### config.mk
export PLATFORM = sky130hd
export DESIGN_NAME = dtc_timer_top
export DESIGN_NICKNAME = d
export VERILOG_FILES = /design/src/dtc_pkg.sv /design/src/dtc_pin_sync.sv /design/src/dtc_timer_top.sv
export VERILOG_INCLUDE_DIRS = /design/src
export SDC_FILE = /design/constraint.sdc
export NUM_CORES = 1
export LEC_CHECK = 0
export ABC_CLOCK_PERIOD_IN_PS = 4700
export BUFFER_PORTS_ARGS = -buffer_cell sky130_fd_sc_hd__buf_2
export CAP_MARGIN = 20
export CORE_MARGIN = 4
export CORE_UTILIZATION = 64
export CTS_CLUSTER_SIZE = 10
export DETAILED_ROUTE_END_ITERATION = 10
export PLACE_DENSITY_LB_ADDON = 0.12
export SKIP_CTS_REPAIR_TIMING = 1
export SYNTH_ARGS = -nofsm -noshare
export SYNTH_HDL_FRONTEND = slang
export SYNTH_SLANG_ARGS = --single-unit
### constraint.sdc
create_clock -name clk -period 4.7 [get_ports clk]
set_clock_uncertainty 0.05 [all_clocks]
set_input_delay 0.94 -clock clk [delete_from_list [all_inputs] [get_ports clk]]
set_output_delay 0.94 -clock clk [all_outputs]
set_load 0.1 [all_outputs]
### src/dtc_cfg.svh
// dtc_cfg.svh - constants of the dual timer and external interrupt block
// assumes: included by bare name from the package and the testbench
`ifndef DTC_CFG_SVH
`define DTC_CFG_SVH

// ----------------------------------------------------------------------
// special function register addresses
// ----------------------------------------------------------------------
`define DTC_ADDR_FLAGS     8'h88
`define DTC_ADDR_MODE      8'h89
`define DTC_ADDR_LO0       8'h8a
`define DTC_ADDR_LO1       8'h8b
`define DTC_ADDR_HI0       8'h8c
`define DTC_ADDR_HI1       8'h8d
`define DTC_ADDR_RATE      8'h8e

// ----------------------------------------------------------------------
// control and rate select register bit positions
// ----------------------------------------------------------------------
`define DTC_OVF1_BIT       7
`define DTC_RUN1_BIT       6
`define DTC_OVF0_BIT       5
`define DTC_RUN0_BIT       4
`define DTC_XF1_BIT        3
`define DTC_XT1_BIT        2
`define DTC_XF0_BIT        1
`define DTC_XT0_BIT        0
`define DTC_RATE1_BIT      4
`define DTC_RATE0_BIT      3

// ----------------------------------------------------------------------
// reset values and fixed patterns
// ----------------------------------------------------------------------
`define DTC_BYTE_ZERO      8'h00
`define DTC_BYTE_ONES      8'hff
`define DTC_BYTE_ONE       8'h01
`define DTC_RATE_RESET     8'h01
`define DTC_C13_LO_ONES    5'h1f
`define DTC_C13_ONES       13'h1fff
`define DTC_C16_ONES       16'hffff
`define DTC_C13_ONE        13'h0001
`define DTC_C16_ONE        16'h0001

// ----------------------------------------------------------------------
// timer rate prescaler, in cpu clocks per increment
// ----------------------------------------------------------------------
`define DTC_DIV_FAST       4
`define DTC_DIV_SLOW       12
`define DTC_PRE_LAST       4'hb
`define DTC_PRE_FAST_MASK  4'h3
`define DTC_PRE_ONE        4'h1
`define DTC_PRE_ZERO       4'h0

`endif

### src/dtc_pkg.sv
// dtc_pkg.sv - types shared by the dual timer modules
// assumes: dtc_cfg.svh is on the include path
package dtc_pkg;
	`include "dtc_cfg.svh"

	// counting mode of a timer
	typedef enum logic [1:0] {
		DTC_MODE_13BIT  = 2'b00,
		DTC_MODE_16BIT  = 2'b01,
		DTC_MODE_RELOAD = 2'b10,
		DTC_MODE_SPLIT  = 2'b11
	} dtc_mode_t;

	// one timer's nibble of the mode select register
	typedef struct packed {
		logic      gate;
		logic      count_sel;
		dtc_mode_t mode;
	} dtc_tmode_t;

	// result of one counting step
	typedef struct packed {
		logic       ovf;
		logic [7:0] lo;
		logic [7:0] hi;
	} dtc_step_t;

	// synchronised pin bundle
	typedef struct packed {
		logic level;
		logic fall;
	} dtc_pin_t;
endpackage

### src/dtc_pin_sync.sv
// dtc_pin_sync.sv - two-flop synchroniser with falling edge detector
// assumes: pin is asynchronous to clk, held at least two clocks per level
`timescale 1ns/100ps
module dtc_pin_sync
	import dtc_pkg::*;
(
	// clock and reset
	input  wire logic     clk,
	input  wire logic     reset_n,
	// pin and result
	input  wire logic     pin,
	output dtc_pin_t      sync_out
);
	logic meta_reg;
	logic level_reg;
	logic prev_reg;

	// ----------------------------------------------------------------------
	// synchroniser chain, idle level is high
	// ----------------------------------------------------------------------
	always_ff @(posedge clk or negedge reset_n)
	begin
		if (!reset_n)
		begin
			meta_reg  <= 1'b1;
			level_reg <= 1'b1;
			prev_reg  <= 1'b1;
		end
		else
		begin
			meta_reg  <= pin;
			level_reg <= meta_reg;
			prev_reg  <= level_reg;
		end
	end

	// one pulse per falling transition
	assign sync_out.level = level_reg;
	assign sync_out.fall  = prev_reg & ~level_reg;
endmodule

### src/dtc_timer_top.sv
// dtc_timer_top.sv - two timer/counters with external interrupt 0/1 detection
// assumes: cpu core drives the sfr port synchronously to clk and pulses an
// acknowledge when it vectors to each interrupt routine
//
// Summary of operation
// - overflow sets timer flag; vectoring to its routine clears it
// - timer counts only while its run bit is one
// - edge mode: falling edge sets irq1 flag; vector or software clears
// - level mode: irq1 flag follows inverted pin; software writes ignored
// - irq1 type bit: one selects falling edge, zero selects low level
// - irq0 behaves like irq1 with its own flag and type bit
// - mode 0 counter is high byte above low byte bits 0 to 4
// - gate bit set: count only while the interrupt pin is high
// - counter/timer bit picks divided clock or count pin falls
// - mode 0 rolls from all ones, sets flag, pulses output one cycle
// - mode 1 is full 16-bit counter, otherwise like mode 0
// - mode 2 low byte counts, reloads from high byte on overflow
// - timer 0 in mode 3 stops timer 1, which keeps its count
// - mode 3 timer 0 low byte counts with timer 0 controls
// - mode bits: 00 13-bit, 01 16-bit, 10 reload, 11 split
// - mode 3 timer 0 high byte counts clock, uses timer 1 run and flag
// - rate bit one: every four clocks, zero: every twelve clocks
`timescale 1ns/100ps
module dtc_timer_top
	import dtc_pkg::*;
(
	// clock and reset
	input  wire logic        clk,
	input  wire logic        reset_n,
	// special function register port
	input  wire logic [7:0]  sfr_addr,
	input  wire logic        sfr_wr,
	input  wire logic [7:0]  sfr_wdata,
	input  wire logic        sfr_rd,
	output logic      [7:0]  sfr_rdata,
	// interrupt vectoring acknowledges
	input  wire logic        ack_timer0,
	input  wire logic        ack_timer1,
	input  wire logic        ack_irq0,
	input  wire logic        ack_irq1,
	// pins
	input  wire logic        ext_irq0_pin_n,
	input  wire logic        ext_irq1_pin_n,
	input  wire logic        timer0_count_pin,
	input  wire logic        timer1_count_pin,
	output logic             timer0_overflow_out,
	output logic             timer1_overflow_out,
	// flag view for the interrupt controller
	output logic      [7:0]  timer_run_and_int_flags
);
	// ----------------------------------------------------------------------
	// declarations
	// ----------------------------------------------------------------------
	logic [7:0] flags_reg;
	logic [7:0] timer_mode_select_reg;
	logic [7:0] timer_rate_select_reg;
	logic [7:0] timer0_low_byte;
	logic [7:0] timer0_high_byte;
	logic [7:0] timer1_low_byte;
	logic [7:0] timer1_high_byte;
	logic [7:0] lo0_next;
	logic [7:0] hi0_next;
	logic [7:0] lo1_next;
	logic [7:0] hi1_next;
	logic [3:0] pre_reg;
	logic       tick_fast;
	logic       tick_slow;
	logic [3:0] pin_raw;
	dtc_pin_t   pin_sync [4];
	dtc_tmode_t tmode0;
	dtc_tmode_t tmode1;
	dtc_step_t  step0;
	dtc_step_t  step1;
	logic       src0;
	logic       src1;
	logic       rate0;
	logic       rate1;
	logic       inc0;
	logic       inc1;
	logic       inc_th0;
	logic       ovf0;
	logic       ovf1;
	logic       ovf_th0;
	logic       wr_flags;

	assign tmode0   = dtc_tmode_t'(timer_mode_select_reg[3:0]);
	assign tmode1   = dtc_tmode_t'(timer_mode_select_reg[7:4]);
	assign wr_flags = sfr_wr && (sfr_addr == `DTC_ADDR_FLAGS);
	assign timer_run_and_int_flags = flags_reg;

	// one counting step of a timer in the given mode
	function automatic dtc_step_t dtc_step(dtc_mode_t mode, logic [7:0] lo,
		logic [7:0] hi);
		dtc_step_t  r;
		logic [12:0] c13;
		logic [15:0] c16;
		r   = '{ovf: 1'b0, lo: lo, hi: hi};
		c13 = {hi, lo[4:0]} + `DTC_C13_ONE;
		c16 = {hi, lo} + `DTC_C16_ONE;
		case (mode)
			DTC_MODE_13BIT:
			begin
				r.ovf = ({hi, lo[4:0]} == `DTC_C13_ONES);
				r.hi  = c13[12:5];
				r.lo  = {lo[7:5], c13[4:0]};
			end
			DTC_MODE_16BIT:
			begin
				r.ovf = ({hi, lo} == `DTC_C16_ONES);
				r.hi  = c16[15:8];
				r.lo  = c16[7:0];
			end
			DTC_MODE_RELOAD:
			begin
				r.ovf = (lo == `DTC_BYTE_ONES);
				r.lo  = r.ovf ? hi : lo + `DTC_BYTE_ONE;
			end
			default:
			begin
				r.ovf = (lo == `DTC_BYTE_ONES);
				r.lo  = lo + `DTC_BYTE_ONE;
			end
		endcase
		return r;
	endfunction

	// ----------------------------------------------------------------------
	// pin synchronisers: irq0, irq1, count pin 0, count pin 1
	// ----------------------------------------------------------------------
	assign pin_raw = {timer1_count_pin, timer0_count_pin, ext_irq1_pin_n,
		ext_irq0_pin_n};

	generate
		for (genvar i = 0; i < 4; i++)
		begin : g_sync
			dtc_pin_sync u_sync
			(
				.clk      (clk),
				.reset_n  (reset_n),
				.pin      (pin_raw[i]),
				.sync_out (pin_sync[i])
			);
		end
	endgenerate

	// ----------------------------------------------------------------------
	// prescaler: divide by four and by twelve enables
	// ----------------------------------------------------------------------
	always_ff @(posedge clk or negedge reset_n)
	begin
		if (!reset_n)
			pre_reg <= `DTC_PRE_ZERO;
		else if (pre_reg == `DTC_PRE_LAST)
			pre_reg <= `DTC_PRE_ZERO;
		else
			pre_reg <= pre_reg + `DTC_PRE_ONE;
	end

	assign tick_fast = ((pre_reg & `DTC_PRE_FAST_MASK) == `DTC_PRE_FAST_MASK);
	assign tick_slow = (pre_reg == `DTC_PRE_LAST);

	// ----------------------------------------------------------------------
	// count enables
	// ----------------------------------------------------------------------
	always_comb
	begin
		rate0 = timer_rate_select_reg[`DTC_RATE0_BIT] ? tick_fast : tick_slow;
		rate1 = timer_rate_select_reg[`DTC_RATE1_BIT] ? tick_fast : tick_slow;
		src0  = tmode0.count_sel ? pin_sync[2].fall : rate0;
		src1  = tmode1.count_sel ? pin_sync[3].fall : rate1;
		inc0  = flags_reg[`DTC_RUN0_BIT] && src0
			&& (!tmode0.gate || pin_sync[0].level);
		inc1  = flags_reg[`DTC_RUN1_BIT] && src1
			&& (!tmode1.gate || pin_sync[1].level)
			&& (tmode0.mode != DTC_MODE_SPLIT)
			&& (tmode1.mode != DTC_MODE_SPLIT);
		inc_th0 = (tmode0.mode == DTC_MODE_SPLIT)
			&& flags_reg[`DTC_RUN1_BIT] && rate0;
		step0   = dtc_step(tmode0.mode, timer0_low_byte, timer0_high_byte);
		step1   = dtc_step(tmode1.mode, timer1_low_byte, timer1_high_byte);
		ovf0    = inc0 && step0.ovf;
		ovf1    = inc1 && step1.ovf;
		ovf_th0 = inc_th0 && (timer0_high_byte == `DTC_BYTE_ONES);
	end

	// ----------------------------------------------------------------------
	// next counts; a software write wins over an increment
	// ----------------------------------------------------------------------
	always_comb
	begin
		lo0_next = inc0 ? step0.lo : timer0_low_byte;
		hi0_next = timer0_high_byte;
		if (inc0 && (tmode0.mode != DTC_MODE_SPLIT))
			hi0_next = step0.hi;
		else if (inc_th0)
			hi0_next = timer0_high_byte + `DTC_BYTE_ONE;
		lo1_next = inc1 ? step1.lo : timer1_low_byte;
		hi1_next = inc1 ? step1.hi : timer1_high_byte;
		if (sfr_wr)
		begin
			case (sfr_addr)
				`DTC_ADDR_LO0: lo0_next = sfr_wdata;
				`DTC_ADDR_HI0: hi0_next = sfr_wdata;
				`DTC_ADDR_LO1: lo1_next = sfr_wdata;
				`DTC_ADDR_HI1: hi1_next = sfr_wdata;
				default:       lo0_next = lo0_next;
			endcase
		end
	end

	// count registers
	always_ff @(posedge clk or negedge reset_n)
	begin
		if (!reset_n)
		begin
			timer0_low_byte  <= `DTC_BYTE_ZERO;
			timer0_high_byte <= `DTC_BYTE_ZERO;
			timer1_low_byte  <= `DTC_BYTE_ZERO;
			timer1_high_byte <= `DTC_BYTE_ZERO;
		end
		else
		begin
			timer0_low_byte  <= lo0_next;
			timer0_high_byte <= hi0_next;
			timer1_low_byte  <= lo1_next;
			timer1_high_byte <= hi1_next;
		end
	end

	// mode and rate select registers
	always_ff @(posedge clk or negedge reset_n)
	begin
		if (!reset_n)
		begin
			timer_mode_select_reg <= `DTC_BYTE_ZERO;
			timer_rate_select_reg <= `DTC_RATE_RESET;
		end
		else if (sfr_wr && (sfr_addr == `DTC_ADDR_MODE))
			timer_mode_select_reg <= sfr_wdata;
		else if (sfr_wr && (sfr_addr == `DTC_ADDR_RATE))
			timer_rate_select_reg <= sfr_wdata;
	end

	// ----------------------------------------------------------------------
	// control register: run and type bits, flags with set over clear
	// ----------------------------------------------------------------------
	always_ff @(posedge clk or negedge reset_n)
	begin
		if (!reset_n)
			flags_reg <= `DTC_BYTE_ZERO;
		else
		begin
			if (wr_flags)
			begin
				flags_reg[`DTC_RUN1_BIT] <= sfr_wdata[`DTC_RUN1_BIT];
				flags_reg[`DTC_RUN0_BIT] <= sfr_wdata[`DTC_RUN0_BIT];
				flags_reg[`DTC_XT1_BIT]  <= sfr_wdata[`DTC_XT1_BIT];
				flags_reg[`DTC_XT0_BIT]  <= sfr_wdata[`DTC_XT0_BIT];
			end
			// timer flags
			if (ovf1 || ovf_th0)
				flags_reg[`DTC_OVF1_BIT] <= 1'b1;
			else if (ack_timer1)
				flags_reg[`DTC_OVF1_BIT] <= 1'b0;
			else if (wr_flags)
				flags_reg[`DTC_OVF1_BIT] <= sfr_wdata[`DTC_OVF1_BIT];
			if (ovf0)
				flags_reg[`DTC_OVF0_BIT] <= 1'b1;
			else if (ack_timer0)
				flags_reg[`DTC_OVF0_BIT] <= 1'b0;
			else if (wr_flags)
				flags_reg[`DTC_OVF0_BIT] <= sfr_wdata[`DTC_OVF0_BIT];
			// external interrupt 1
			if (!flags_reg[`DTC_XT1_BIT])
				flags_reg[`DTC_XF1_BIT] <= ~pin_sync[1].level;
			else if (pin_sync[1].fall)
				flags_reg[`DTC_XF1_BIT] <= 1'b1;
			else if (ack_irq1)
				flags_reg[`DTC_XF1_BIT] <= 1'b0;
			else if (wr_flags)
				flags_reg[`DTC_XF1_BIT] <= sfr_wdata[`DTC_XF1_BIT];
			// external interrupt 0
			if (!flags_reg[`DTC_XT0_BIT])
				flags_reg[`DTC_XF0_BIT] <= ~pin_sync[0].level;
			else if (pin_sync[0].fall)
				flags_reg[`DTC_XF0_BIT] <= 1'b1;
			else if (ack_irq0)
				flags_reg[`DTC_XF0_BIT] <= 1'b0;
			else if (wr_flags)
				flags_reg[`DTC_XF0_BIT] <= sfr_wdata[`DTC_XF0_BIT];
		end
	end

	// ----------------------------------------------------------------------
	// overflow output pulses, one clock each
	// ----------------------------------------------------------------------
	always_ff @(posedge clk or negedge reset_n)
	begin
		if (!reset_n)
		begin
			timer0_overflow_out <= 1'b0;
			timer1_overflow_out <= 1'b0;
		end
		else
		begin
			timer0_overflow_out <= ovf0;
			timer1_overflow_out <= ovf1 || ovf_th0;
		end
	end

	// ----------------------------------------------------------------------
	// read data, one clock after the read strobe; unmapped reads zero
	// ----------------------------------------------------------------------
	always_ff @(posedge clk or negedge reset_n)
	begin
		if (!reset_n)
			sfr_rdata <= `DTC_BYTE_ZERO;
		else if (sfr_rd)
		begin
			case (sfr_addr)
				`DTC_ADDR_FLAGS: sfr_rdata <= flags_reg;
				`DTC_ADDR_MODE:  sfr_rdata <= timer_mode_select_reg;
				`DTC_ADDR_RATE:  sfr_rdata <= timer_rate_select_reg;
				`DTC_ADDR_LO0:   sfr_rdata <= timer0_low_byte;
				`DTC_ADDR_HI0:   sfr_rdata <= timer0_high_byte;
				`DTC_ADDR_LO1:   sfr_rdata <= timer1_low_byte;
				`DTC_ADDR_HI1:   sfr_rdata <= timer1_high_byte;
				default:         sfr_rdata <= `DTC_BYTE_ZERO;
			endcase
		end
	end
endmodule

==> out/qor.txt, run 1 <==
CP Cell Sequence - buf_2 > nor4_2 > nand3_1 > nor3_2 > mux2_2
Share of the cycle needed by the critical path after routing - 55.74%
GRT overflow - 0
Post-DP Area - 4951 sq um
Filler cell count - 512
Top cell type's share of synthesized area - 36.81%
Final setup vio count - 0
Post-synthesis cell area - 4691 sq um
P_leak - 0.002067 uW
Most common cell in the synthesized netlist - dfrtp_1
Cells after Synth - 476
H-tree levels - 3
Synth area leader - dfrtp_1
Seq cells post-synth - 82
Final Max Tran Viols - 0
Ys async rst share - 100.0%
Number of global-route vias before repair - 3,852
Slowest stage delay, CP - 640 ps
Final Non-Filler Cells - 613
Status - finished, final reports clean
Clock buffer depth - 2
Endpoint class of the critical path - register
Top cells by count, synth - dfrtp_1, nand2_1, o21ai_0
Bufs and invs on worst path - 1
I/O Pins - 46
Final Hold Viols - 0
Delay-heaviest family, CP - simple AND/OR/NAND/NOR gates
Startpoint Class - primary input
Gpl congestion - 0.9166
Post-synth EDFFs - 0
Pwr Total - 1694 uW
Vias - 4,084
Mapped Avg Cell Area - 9.855 sq um
Clk root buf - clkbuf_8
Initial detailed-routing violation count - 637
Setup TNS - 0 ps
DR WL/cell - 20.83 um
Die Span Y - 93.61 um
Final Cell Area - 5166 sq um
CP Class - in -> reg
Placed Cells - 596
Core Rows - 30
GRT Overall Usage - 30.81%
Nets@finish - 544
Die X - 93.61 um
Largest net degree at the start of global routing - 83
Fin crit period - 2620 ps
Worst VDD drop - 221.5 uV
Netlist cell types - 68
Worst-Margin Slew - 874.7 ps
Share of layout cells above drive strength 1 - 23.40%
Crit path max fanout - 15
Synth area leaders - dfrtp_1, dfstp_2, mux2_2
Syn Nets - 508
Initial antenna violation count - 0
Main synth FF type - dfrtp_1
First-pass GRT wire length - 20,400 um
Worst-Skew Late Latency - 350 ps
Fmax - 381.7 MHz
CTS sink cnt - 82
Antenna Nets Post-Route - 0
Drc violations - 0
Core area - 6944 sq um
PD cells - 328.0 nW/um^2
Area delta synth->final - 10.14%
Buffers on Ports - 45
TritonCTS buffer count - 9
Worst min-delay path class - reg -> reg
Worst EP required - 4890 ps
Starting Density - 67.55%
Clock Pin Slew Worst Setup and Hold Paths - 80 ps
RSZ-0062 raised after global routing - no
Pre-antenna DRT Iters - 5
Number of vias per cell - 6.662
Maxcap violations - 0
Slew headroom - 41.47%
CP arrival - 2810 ps
CTS tree - yes
Post-Route WL - 12,770 um
DP HPWL - 8973 um
Slowest-stage cell, CP - nor3_2
Yosys warnings - 0
Number of inserted diodes - 0
Seq/Total Area, Yosys - 44.09%
Die Area - 8763 sq um
==> final cells by class <==
cell class              count  area [sq um]  share of cell area, %
well taps                  96         120.1                  2.325
repair buffers             46         255.2                  4.941
multi-input cells         357          2475                  47.91
flip-flops and latches     82          2068                  40.03
clock buffers              11         131.4                  2.543
clock inverters             5         56.30                  1.090
inverters                  16         60.06                  1.163
==> path summary, 6_finish.rpt <==
path | startpoint | to | slack (ps) | cells after the start
setup / recovery | sfr_addr[5] | timer0_high_byte[7] | 2080 | 5
hold / removal | g_sync[1].u_sync.meta_reg | g_sync[1].u_sync.level_reg | 310 | 0
setup reg to reg | timer0_low_byte[0] | timer0_high_byte[7] | 2170 | 7
hold reg to reg | g_sync[1].u_sync.meta_reg | g_sync[1].u_sync.level_reg | 310 | 0
max in group asynchronous | reset_n | g_sync[0].u_sync.meta_reg | 3650 | 2
min in group asynchronous | reset_n | timer1_low_byte[4] | 340 | 1
==> placed cells by master (no fill, tap or decap), drive strengths merged, types with 4 or more instances in the layout <==
cell,synthesis,final
ha,4,4
dfstp,13,13
o21ai,44,44
nor3,12,12
mux2,22,22
nand2,64,64
clkbuf,13,11
o221ai,5,5
a211oi,6,6
nand4,9,9
xor2,13,13
o22ai,8,8
o2111ai,5,5
a21oi,18,18
xnor2,6,6
nand3,14,14
and3,8,8
buf,8,46
a21o,5,5
nor2b,5,5
mux4,6,6
inv,16,16
nor2,30,30
a22oi,4,4
mux2i,17,17
dfrtp,69,69
==> stage by stage <==
stage          worst slack [ps]  utilization [%]  hold WS, ps
4_1_cts                    2091            74.00        309.2
6_report                   2080            74.40        308.2
3_5_place_dp               1731            71.30        297.9
3_3_place_gp               1776            71.30        295.9
5_1_grt                    1943            74.40        311.4
2_1_floorplan              2139                -        295.2
==> kinds of logic (layout without fill, tap and decap cells) <==
family,count (synthesis),after routing,synth area share (%)
XOR/XNOR,19,19,3.548
flip-flops,82,82,44.09
buffers and inverters,37,78,3.148
AND/OR/NAND/NOR,164,164,18.14
adder cells (fa/ha/maj),4,4,1.067
AO/OA/AOI/OAI,125,125,18.22
multiplexers,45,45,11.79
==> metal layers <==
metal | part of all wire, % | track usage (%) | wire length, um
met3 | 9.9 | 4.183 | 1264
met1 | 42 | 44.99 | 5354
met4 | 2.5 | 12.15 | 323
met2 | 46 | 46.69 | 5828
met5 | 0 | 0 | 0
==> where the power goes <==
group	switching [uW]	internal, uW	leakage, uW
logic	223	139	0.00104
registers	75.9	754	0.000934
clock network	258	245	0.0000933
total	556	1140	0.00207
Note: power is estimated with default switching activity, not from simulation.
==> run 2, diff against run 1 <==
ABC_CLOCK_PERIOD_IN_PS = 2600   (was 4700)
CORE_UTILIZATION = 60   (was 64)
clock period = 2.6 ns   (was 4.7 ns; I/O delays follow)
==> run 2 against run 1 <==
Effect of this change: routed wire length increased by 0.38%; count of clock-buffer cells in the layout is 1 lower; via count down 1.0%; design area up 2.5%; core utilization is 2.9 points lower; sequential share of layout area decreased by 0.98 points; setup slack got worse by 1900 ps; global-route usage shrank 0.41 points; first-iteration DRC count shrank 38%; power grew 92%; critical path type is now reg -> reg; largest cell class unchanged.
==> out/qor.txt, run 2 (same netlist as run 1, synthesis figures left out) <==
Status - finished, final reports clean
Share of the cycle needed by the critical path after routing - 91.74%
Worst min-delay path class - in -> async
Clock Pin Slew Worst Setup and Hold Paths - 100 ps
PD cells - 612.9 nW/um^2
Fin util - 71.49%
Largest net degree at the start of global routing - 49
Vias - 4,042
CTS sink cnt - 82
Metal3 WL - 1192 um
Worst EP required - 2820 ps
H-tree levels - 3
Slew headroom - 46.48%
Final setup vio count - 0
CP Class - reg -> reg
Reg-to-Reg Start - timer0_low_byte[0]
I/O Pins - 46
Endpoint class of the critical path - register
Share of layout cells above drive strength 1 - 25.24%
Area delta synth->final - 12.91%
RSZ-0062 raised after global routing - no
GRT overflow - 0
Setup WS pre-CTS - 215.2 ps
Pwr Total - 3246 uW
Initial antenna violation count - 0
DP HPWL - 9224 um
Initial detailed-routing violation count - 397
Antenna Nets Post-Route - 0
DR WL/cell - 20.48 um
Final Max Tran Viols - 0
Fmax - 419.3 MHz
Most frequent cells in the layout - dfrtp_1, nand2_1, buf_2
Maxcap violations - 0
Buffers on Ports - 45
CTS tree - yes
Highest Signal Layer - met4
TritonCTS buffer count - 9
Die X - 96.42 um
Crit path max fanout - 7
R2R Path End - timer0_high_byte[7]
Drc violations - 0
Clk root buf - clkbuf_8
Die Area - 9297 sq um
Most common cell after layout, fill and taps aside - dfrtp_1
P_leak - 0.002139 uW
First-pass GRT wire length - 20,800 um
Core area - 7408 sq um
Nets@finish - 554
Number of inserted diodes - 0
Pre-antenna DRT Iters - 5
Worst-Skew Late Latency - 370 ps
Startpoint Class - register
Setup TNS - 0 ps
CP arrival - 2600 ps
Metal1 wirelength - 5512 um
Gpl congestion - 0.8956
PnR worst setup slack - 214.8 ps
Worst Hold Margin - 39.99 ps
WL met2 - 5767 um
Starting Density - 63.32%
Worst-Margin Slew - 794.5 ps
Filler cell count - 576
Clock buffer depth - 2
Number of vias per cell - 6.457
Reg-to-reg slack, setup - 210 ps
Worst VDD drop - 389.3 uV
Die Span Y - 96.42 um
GRT Overall Usage - 30.40%
Core Rows - 31
Fin crit period - 2385 ps
Post-Route WL - 12,820 um
Final Hold Viols - 0
R2R depth - 7
Number of global-route vias before repair - 3,826
-- run 2: how the worst max path moves through the flow --
stage / end / slack, ps / startpoint / cells after the start
2_1_floorplan: timer0_low_byte[6] / 40 / timer_run_and_int_flags[4] / 5
3_3_place_gp: timer0_high_byte[7] / 330 / timer0_low_byte[0] / 7
3_5_place_dp: timer0_high_byte[7] / 220 / timer0_low_byte[0] / 7
4_1_cts: timer0_high_byte[7] / 200 / timer0_low_byte[0] / 7
5_1_grt: timer1_low_byte[1] / 30 / timer1_low_byte[0] / 7
6_report: timer0_high_byte[7] / 210 / timer0_low_byte[0] / 7
-- run 2: critical path, stage by stage, from the launching register on --
cell and delay [ps]:
dfrtp_1 470, ha_1 300, nand4_2 240, o32a_1 280, a2111oi_4 340, o2111ai_1 180
xnor2_1 160, mux2_2 260
-- run 2: final cells by class --
type                            count  area, sq um  area share [%]
Inverter                           16        60.06           1.134
Multi-Input combinational cell    357         2487           46.96
Sequential cell                    82         2068           39.05
Timing Repair Buffer               56        322.8           6.095
Tap cell                           99        123.9           2.339
Clock inverter                      6        96.34           1.819
Clock buffer                       10        137.6           2.599
-- run 2: where the power goes --
part,total [uW],switching (uW),internal [uW]
registers,1490,131,1360
logic,659,405,254
clock network,1090,513,581
total,3250,1050,2200
-- run 2: routing by layer --
metal,up-vias,GRT usage (%)
li1,1859,-
met1,1930,43.72
met2,219,45.08
met3,34,7.591
met4,0,10.40
met5,-,0
-- run 2: per-stage QoR --
stage / instance area, sq um / std cells
2_1_floorplan: 4691 / 476
3_3_place_gp: 5050 / 610
3_5_place_dp: 5050 / 610
4_1_cts: 5284 / 626
5_1_grt: 5296 / 626
6_report: 5296 / 626
